$ cat config.mk
export PLATFORM = sky130hd
export DESIGN_NAME = afr_axis_fault_reset_cmd
export DESIGN_NICKNAME = d
export VERILOG_FILES = /design/src/logic/afr_pkg.sv /design/src/logic/afr_axis_fault_reset_cmd.sv
export VERILOG_INCLUDE_DIRS = /design/src /design/src/logic
export SDC_FILE = /design/constraint.sdc
export NUM_CORES = 1
export LEC_CHECK = 0
export ABC_AREA = 1
export ABC_CLOCK_PERIOD_IN_PS = 1800
export BUFFER_PORTS_ARGS = -buffer_cell sky130_fd_sc_hd__buf_4
export CELL_PAD_IN_SITES_DETAIL_PLACEMENT = 1
export CELL_PAD_IN_SITES_GLOBAL_PLACEMENT = 2
export CORE_ASPECT_RATIO = 1.1
export CORE_MARGIN = 4
export CORE_UTILIZATION = 25
export CTS_BUF_LIST = sky130_fd_sc_hd__clkbuf_4 sky130_fd_sc_hd__clkbuf_8
export CTS_CLUSTER_SIZE = 8
export DETAILED_ROUTE_END_ITERATION = 7
export PLACE_DENSITY_LB_ADDON = 0.1
export SYNTH_ARGS = -nofsm -noshare
export SYNTH_HDL_FRONTEND = slang
export SYNTH_SLANG_ARGS = --single-unit
$ cat constraint.sdc
create_clock -name clk -period 1.8 [get_ports clk]
set_clock_uncertainty 0.2 [all_clocks]
set_input_delay 0.09 -clock clk [delete_from_list [all_inputs] [get_ports clk]]
set_output_delay 0.09 -clock clk [all_outputs]
set_load 0.005 [all_outputs]
$ cat src/logic/afr_defs.svh
// Offsets, field positions, reset values and timing counts of the axis fault reset block.
`ifndef AFR_DEFS_SVH
`define AFR_DEFS_SVH

// ----------------------------------------------------------------
// Register map
// ----------------------------------------------------------------
`define AFR_CTRL_OFS 4'h0
`define AFR_STATUS_OFS 4'h4
`define AFR_CODE_OFS 4'h8

// ----------------------------------------------------------------
// Field positions and reset values
// ----------------------------------------------------------------
`define AFR_CTRL_START_BIT 0
`define AFR_CTRL_POWER_BIT 1
`define AFR_CTRL_RESET 2'h0
`define AFR_RESP_OKAY 2'h0
`define AFR_RESP_SLVERR 2'h2

// ----------------------------------------------------------------
// Fault codes
// ----------------------------------------------------------------
`define AFR_CODE_NONE 8'h00
`define AFR_CODE_CAUSE_ACTIVE 8'h01
`define AFR_CODE_NOT_RESETTABLE 8'h7a

// ----------------------------------------------------------------
// Timing
// ----------------------------------------------------------------
`define AFR_CLK_PERIOD_NS 5
`define AFR_CLEAR_TIME_NS 1000
`define AFR_CLEAR_CYCLES ((`AFR_CLEAR_TIME_NS + `AFR_CLK_PERIOD_NS - 1) / `AFR_CLK_PERIOD_NS)

`endif

$ cat src/logic/afr_pkg.sv
// Types shared by the axis fault reset block.
package afr_pkg;

   typedef enum logic [1:0] {
      AFR_IDLE = 2'h0,
      AFR_CLEAR = 2'h1,
      AFR_DONE = 2'h3,
      AFR_ERR = 2'h2
   } afr_state_type;

   typedef enum logic [1:0] {
      AFR_AX_DISABLED = 2'h0,
      AFR_AX_STANDSTILL = 2'h1,
      AFR_AX_ERRORSTOP = 2'h2
   } afr_axis_type;

   typedef struct packed {
      afr_axis_type axis_state;
      logic error_flag;
      logic busy_flag;
      logic done_flag;
   } afr_status_type;

endpackage

$ cat src/logic/afr_axis_fault_reset_cmd.sv
// Axis fault reset command block with an AXI4-Lite register slave.
// How it works
// Start request rising edge begins fault clearing; busy held high meanwhile.
// Busy drops in the same period that done or error rises.
// Done rises when clearing completes, axis in standstill or disabled; a fault edge in that same period leaves the axis in error stop.
// Done falls with start request; if start already low, one period only.
// Invalid conditions raise error and load the matching fault code.
// Error and fault code clear when start request falls.
// Success with drive power enable high moves axis to standstill; a fault edge in the completing period gives error stop instead.
// Success with drive power enable low moves axis to disabled; a fault edge in the completing period gives error stop instead.
// A servo drive fault is cleared too, then axis returns to normal state.
// A fault that cannot be reset gives error with code 122.
// The host holds start until done or error, then lowers it.
//
// Implementation choices: register access over AXI4-Lite and the register addresses.
`timescale 1ns/10ps
`include "afr_defs.svh"

module afr_axis_fault_reset_cmd #(
   parameter int CLEAR_CYCLES = `AFR_CLEAR_CYCLES
) (
   input wire logic clk,
   input wire logic rst,
   input wire logic [3:0] s_axi_awaddr,
   input wire logic s_axi_awvalid,
   output logic s_axi_awready,
   input wire logic [31:0] s_axi_wdata,
   input wire logic [3:0] s_axi_wstrb,
   input wire logic s_axi_wvalid,
   output logic s_axi_wready,
   output logic [1:0] s_axi_bresp,
   output logic s_axi_bvalid,
   input wire logic s_axi_bready,
   input wire logic [3:0] s_axi_araddr,
   input wire logic s_axi_arvalid,
   output logic s_axi_arready,
   output logic [31:0] s_axi_rdata,
   output logic [1:0] s_axi_rresp,
   output logic s_axi_rvalid,
   input wire logic s_axi_rready,
   input wire logic axis_fault_in,
   input wire logic drive_fault_in,
   input wire logic not_resettable_in,
   output afr_pkg::afr_axis_type axis_state,
   output logic drive_fault_clear
);
   import afr_pkg::*;

   // ----------------------------------------------------------------
   // Pin synchronisers
   // ----------------------------------------------------------------
   logic [2:0] sync1_r;
   logic [2:0] sync2_r;
   logic [1:0] sync3_r;

   // Two stages for every pin; a third stage only for fault edge detection.
   always_ff @(posedge clk or posedge rst) begin
      if (rst) begin
         sync1_r <= 3'h0;
         sync2_r <= 3'h0;
         sync3_r <= 2'h0;
      end else begin
         sync1_r <= {not_resettable_in, drive_fault_in, axis_fault_in};
         sync2_r <= sync1_r;
         sync3_r <= sync2_r[1:0];
      end
   end

   logic fault_event;
   logic cause_active;
   assign fault_event = |(sync2_r[1:0] & ~sync3_r);
   assign cause_active = sync2_r[0];

   // ----------------------------------------------------------------
   // Command sequencer and axis state
   // ----------------------------------------------------------------
   logic [1:0] ctrl_r;
   logic start_request;
   logic drive_power_enable;
   logic start_prev_r;
   logic start_prev_nxt;
   afr_state_type state_r;
   afr_state_type state_nxt;
   afr_axis_type axis_r;
   afr_axis_type axis_nxt;
   logic [7:0] code_r;
   logic [7:0] code_nxt;
   logic [15:0] cnt_r;
   logic [15:0] cnt_nxt;
   logic clr_r;
   logic clr_nxt;

   assign start_request = ctrl_r[`AFR_CTRL_START_BIT];
   assign drive_power_enable = ctrl_r[`AFR_CTRL_POWER_BIT];

   // Only an edge starts work, so a request held high after completion does not rerun it.
   always_comb begin
      state_nxt = state_r;
      axis_nxt = axis_r;
      code_nxt = code_r;
      cnt_nxt = cnt_r;
      clr_nxt = 1'b0;
      start_prev_nxt = start_request;
      case (state_r)
         AFR_IDLE: begin
            if (start_request && !start_prev_r) begin
               if (cause_active) begin
                  state_nxt = AFR_ERR;
                  code_nxt = `AFR_CODE_CAUSE_ACTIVE;
               end else begin
                  state_nxt = AFR_CLEAR;
                  cnt_nxt = 16'(CLEAR_CYCLES - 1);
               end
            end
         end
         AFR_CLEAR: begin
            if (cnt_r != 16'h0) begin
               cnt_nxt = cnt_r - 16'h1;
            end else if (sync2_r[2]) begin
               state_nxt = AFR_ERR;
               code_nxt = `AFR_CODE_NOT_RESETTABLE;
            end else begin
               state_nxt = AFR_DONE;
               clr_nxt = 1'b1;
               axis_nxt = drive_power_enable ? AFR_AX_STANDSTILL : AFR_AX_DISABLED;
            end
         end
         AFR_DONE: begin
            if (!start_request) begin
               state_nxt = AFR_IDLE;
            end
         end
         AFR_ERR: begin
            if (!start_request) begin
               state_nxt = AFR_IDLE;
               code_nxt = `AFR_CODE_NONE;
            end
         end
         default: begin
            state_nxt = AFR_IDLE;
         end
      endcase
      // A new fault always wins, even in the period where clearing completes.
      if (fault_event) begin
         axis_nxt = AFR_AX_ERRORSTOP;
      end else if (axis_r != AFR_AX_ERRORSTOP && state_nxt != AFR_DONE) begin
         axis_nxt = drive_power_enable ? AFR_AX_STANDSTILL : AFR_AX_DISABLED;
      end
   end

   // Sequencer registers.
   always_ff @(posedge clk or posedge rst) begin
      if (rst) begin
         state_r <= AFR_IDLE;
         axis_r <= AFR_AX_DISABLED;
         code_r <= `AFR_CODE_NONE;
         cnt_r <= 16'h0;
         clr_r <= 1'b0;
         start_prev_r <= 1'b0;
      end else begin
         state_r <= state_nxt;
         axis_r <= axis_nxt;
         code_r <= code_nxt;
         cnt_r <= cnt_nxt;
         clr_r <= clr_nxt;
         start_prev_r <= start_prev_nxt;
      end
   end

   afr_status_type status;
   assign status.axis_state = axis_r;
   assign status.busy_flag = (state_r == AFR_CLEAR);
   assign status.done_flag = (state_r == AFR_DONE);
   assign status.error_flag = (state_r == AFR_ERR);
   assign axis_state = axis_r;
   assign drive_fault_clear = clr_r;

   // ----------------------------------------------------------------
   // AXI4-Lite slave
   // ----------------------------------------------------------------
   logic [1:0] ctrl_nxt;
   logic bvalid_r;
   logic bvalid_nxt;
   logic [1:0] bresp_r;
   logic [1:0] bresp_nxt;
   logic rvalid_r;
   logic rvalid_nxt;
   logic [31:0] rdata_r;
   logic [31:0] rdata_nxt;
   logic [1:0] rresp_r;
   logic [1:0] rresp_nxt;
   logic wr_go;
   logic rd_go;

   // Word index of each register, since only address bits 3:2 are decoded.
   localparam logic [1:0] CTRL_IDX = 2'(`AFR_CTRL_OFS >> 2);
   localparam logic [1:0] STATUS_IDX = 2'(`AFR_STATUS_OFS >> 2);
   localparam logic [1:0] CODE_IDX = 2'(`AFR_CODE_OFS >> 2);

   // Address and data are taken together; this costs one cycle but needs no holding buffer.
   assign s_axi_awready = s_axi_awvalid && s_axi_wvalid && !bvalid_r;
   assign s_axi_wready = s_axi_awready;
   assign s_axi_arready = !rvalid_r;
   assign wr_go = s_axi_awready;
   assign rd_go = s_axi_arvalid && !rvalid_r;

   // Register decode for both directions.
   always_comb begin
      ctrl_nxt = ctrl_r;
      bvalid_nxt = bvalid_r && !s_axi_bready;
      bresp_nxt = bresp_r;
      rvalid_nxt = rvalid_r && !s_axi_rready;
      rdata_nxt = rdata_r;
      rresp_nxt = rresp_r;
      if (wr_go) begin
         bvalid_nxt = 1'b1;
         bresp_nxt = `AFR_RESP_OKAY;
         if (s_axi_awaddr[3:2] == CTRL_IDX) begin
            if (s_axi_wstrb[0]) begin
               ctrl_nxt = s_axi_wdata[1:0];
            end
         end else if (s_axi_awaddr[3:2] != STATUS_IDX &&
                      s_axi_awaddr[3:2] != CODE_IDX) begin
            bresp_nxt = `AFR_RESP_SLVERR;
         end
      end
      if (rd_go) begin
         rvalid_nxt = 1'b1;
         rresp_nxt = `AFR_RESP_OKAY;
         case (s_axi_araddr[3:2])
            CTRL_IDX: rdata_nxt = {30'h0, ctrl_r};
            STATUS_IDX: rdata_nxt = {27'h0, status};
            CODE_IDX: rdata_nxt = {24'h0, code_r};
            default: begin
               rdata_nxt = 32'h0;
               rresp_nxt = `AFR_RESP_SLVERR;
            end
         endcase
      end
   end

   // Bus registers.
   always_ff @(posedge clk or posedge rst) begin
      if (rst) begin
         ctrl_r <= `AFR_CTRL_RESET;
         bvalid_r <= 1'b0;
         bresp_r <= `AFR_RESP_OKAY;
         rvalid_r <= 1'b0;
         rdata_r <= 32'h0;
         rresp_r <= `AFR_RESP_OKAY;
      end else begin
         ctrl_r <= ctrl_nxt;
         bvalid_r <= bvalid_nxt;
         bresp_r <= bresp_nxt;
         rvalid_r <= rvalid_nxt;
         rdata_r <= rdata_nxt;
         rresp_r <= rresp_nxt;
      end
   end

   assign s_axi_bvalid = bvalid_r;
   assign s_axi_bresp = bresp_r;
   assign s_axi_rvalid = rvalid_r;
   assign s_axi_rdata = rdata_r;
   assign s_axi_rresp = rresp_r;
endmodule

==> flow_summary.toml <==
[outcome]
status = "finished, violations left"
violations = "negative setup slack"

[layout]
fillers = 1112
antenna_cells = 0
layout-drive-gt1-share = 0.388
fin_nets = 451
final_cells = 506
final_common_cell = "buf_4"
utilization = 0.388
area_growth_pct = 48.9
final_cell_mix = "buf_4, nand2_1, dfrtp_1"

[placement]
dpl.hpwl_um = 4970
placedCellCount = 470
io_buffers = 33
gp_congestion = 0.731

[power_and_ir_drop]
power_density_nw_per_um2 = 1260
ir_worst_vdd_uv = 544
p_leak_uw = 0.00180
total_power_uw = 4420

[worst_setup_path]
ff2ff_setup_slack_ns = -0.02
critical_path_buf_inv_count = 2
cp-end-kind = "flop"
crit_start = "state_r[1]"
critPathKind = "reg -> reg"
critPathArrivalTime_ns = 1.82
cp_max_fo = 5
cp_slowest_cell = "dfrtp_1"
crit_end = "cnt_r[11]"
r2r-start = "state_r[1]"
required_ns = 1.80
rr_worst_depth = 10
critPathLaunchType = "flop"
crit_cells = 10
cpPeakStageDelay_ns = 0.41
path_cells = "inv_2 > ha_4 > buf_6 > nand2_8 > a21oi_4 > nand2_4 > nor2_4 > nand3_2 > nand2_1 > nor2_1"
r2r_end = "cnt_r[11]"
cp_top_family = "simple AND/OR/NAND/NOR gates"

[floorplan]
die-area_um2 = 11000
rows = 36
fp.dieW_um = 100
die_h_um = 110
ios = 98
core_um2 = 9010
initial_core_util = 0.261

[global_route]
grt_pass1_wl_um = 10800
top_usage_layer = "met2"
grt_max_degree = 19
grt_pass1_vias = 2221
grt_use_met3 = 0.0216
antenna_found_initial = 0
grt.total_usage = 0.126
gr-usage-met2 = 0.234
met1_usage = 0.144
grt_overflow = 0

[timing]
fmax_mhz = 549
finalSetupViolations = 2
finalHoldViolCount = 0
grt_setup_unrepaired = "true"
min_period_ns = 1.82
final.period_utilization = 1.01
slew_violations = 0
worst_slack_ns = -0.0229

[synthesis]
ys_seq_area_frac = 0.469
avgSynthCellArea_um2 = 8.30
yosys_warnings = 0
postSynthCellCount = 283
synth_edf_count = 0
synthFlopType = "dfrtp_1"
synthesis.area_um2 = 2350
synth_seq_cells = 44
ys_types = 34
synthArstFlopShare = 1.00
synth_top_area_frac = 0.469
synth.top_cells.by_area = "dfrtp_1, nand2_1, buf_4, nor2_1, inv_1"
synth_top_cell_by_area = "dfrtp_1"

[routing]
viasPerCell = 4.16
antenna_left = 0
drc = 0
drt_iter0_drc = 43
vias = 2106
firstDrtPassIters = 4
wl_per_cell_um = 12.9
routed_wl_um = 6510

[min_path]
worst_hold_path_type = "in -> reg"

[flow_run]
cap_violations = 0

[clock_tree]
numCtsBuffers = 5
htreeDepth = 2
clkSinkCount = 44
clockBufferDepth = 2
cts.root.buffer_cell = "clkbuf_8"
tritoncts = "built"
clk_pin_slew_worst_paths_ns = 0.08
clk_latency_ns = 0.30
logic make-up after synthesis:
logic type,after synthesis,share of synthesized area
fa+ha+maj,5,0.0266
buf+inv,62,0.145
compound gates,39,0.0985
other cells,1,0.00160
simple gates,127,0.240
mux,1,0.00479
xor+xnor,4,0.0149
flops,44,0.469
Yosys cell counts (2+ instances only):
master   count
buf_4       29
nor4_1       2
nand2_4      3
ha_1         5
a21oi_1      7
nand2_2      2
nor3_1       2
nor2_2       2
nand4_1      3
dfrtp_1     44
o31ai_1      3
nor2_1      34
inv_1       31
nand3_1     15
o21ai_0     20
xor2_1       4
a31oi_1      2
nand2_1     59
report_power, final:
group          internal, uW  switching, uW  total (uW)
sequential             1240            189        1430
combinational          1160           1210        2370
clock                   280            347         627
total                  2670           1740        4420
worst min-delay path, stage by stage:
cell and delay [ns]:
buf_4 0.11, nand2_1 0.19, o31ai_1 0.09
per-stage QoR:
step | hold WS [ns] | TNS (ns) | instance area [um^2] | setup slack (ns)
6_report | 0.0109 | -0.0231 | 3500 | -0.0229
5_1_grt | 0.0400 | -1.30 | 3500 | -0.134
4_1_cts | 0.0125 | -0.107 | 3330 | -0.0417
3_5_place_dp | -0.0817 | -1.21 | 2950 | -0.178
3_3_place_gp | -0.0853 | -0.697 | 2950 | -0.157
2_1_floorplan | -0.0786 | 0 | 2450 | 0.0163
layout make-up:
cell class                 instances  area [um^2]  share of cell area
multi-input combinational        203         1190               0.340
sequential                        44         1100               0.315
timing repair buffer             106          853               0.244
tap                              114          143              0.0408
clock inverter                     1         5.00             0.00143
inverter                          32          129              0.0368
clock buffer                       6         76.3              0.0218
flip-flops by register name, indices dropped and copies added (netlist names), 2 cells and up:
| register | count |
|---|---|
| cnt_r | 16 |
| s_axi_rdata | 6 |
| sync1_r | 3 |
| sync2_r | 3 |
| axis_state | 2 |
| code_r | 2 |
| ctrl_r | 2 |
| state_r | 2 |
| sync3_r | 2 |
worst min path at each step:
stage                endpoint  depth (start not counted)          start
2_1_floorplan      sync1_r[0]                          0  axis_fault_in
3_3_place_gp       sync1_r[0]                          2            rst
3_5_place_dp       sync1_r[0]                          2            rst
4_1_cts        s_axi_rresp[1]                          3  s_axi_arvalid
5_1_grt        s_axi_rresp[1]                          3  s_axi_arvalid
6_report       s_axi_rresp[1]                          3  s_axi_arvalid
per-layer routing:
layer,up-vias,share of wire
met5,-,0
met4,0,0.015
met3,6,0.037
met2,31,0.54
met1,1007,0.40
li1,1062,-
repair_timing:
item | 4_1_cts | 5_1_grt
hold buffers | 17 | 0
hold endpoints to repair | 48 | 0
pin swaps | 11 | 17
buffers inserted | 2 | 10
endpoints found under the setup margin | 19 | 20
gates resized for setup | 33 | 33
Power figures use the tool's default switching activity.
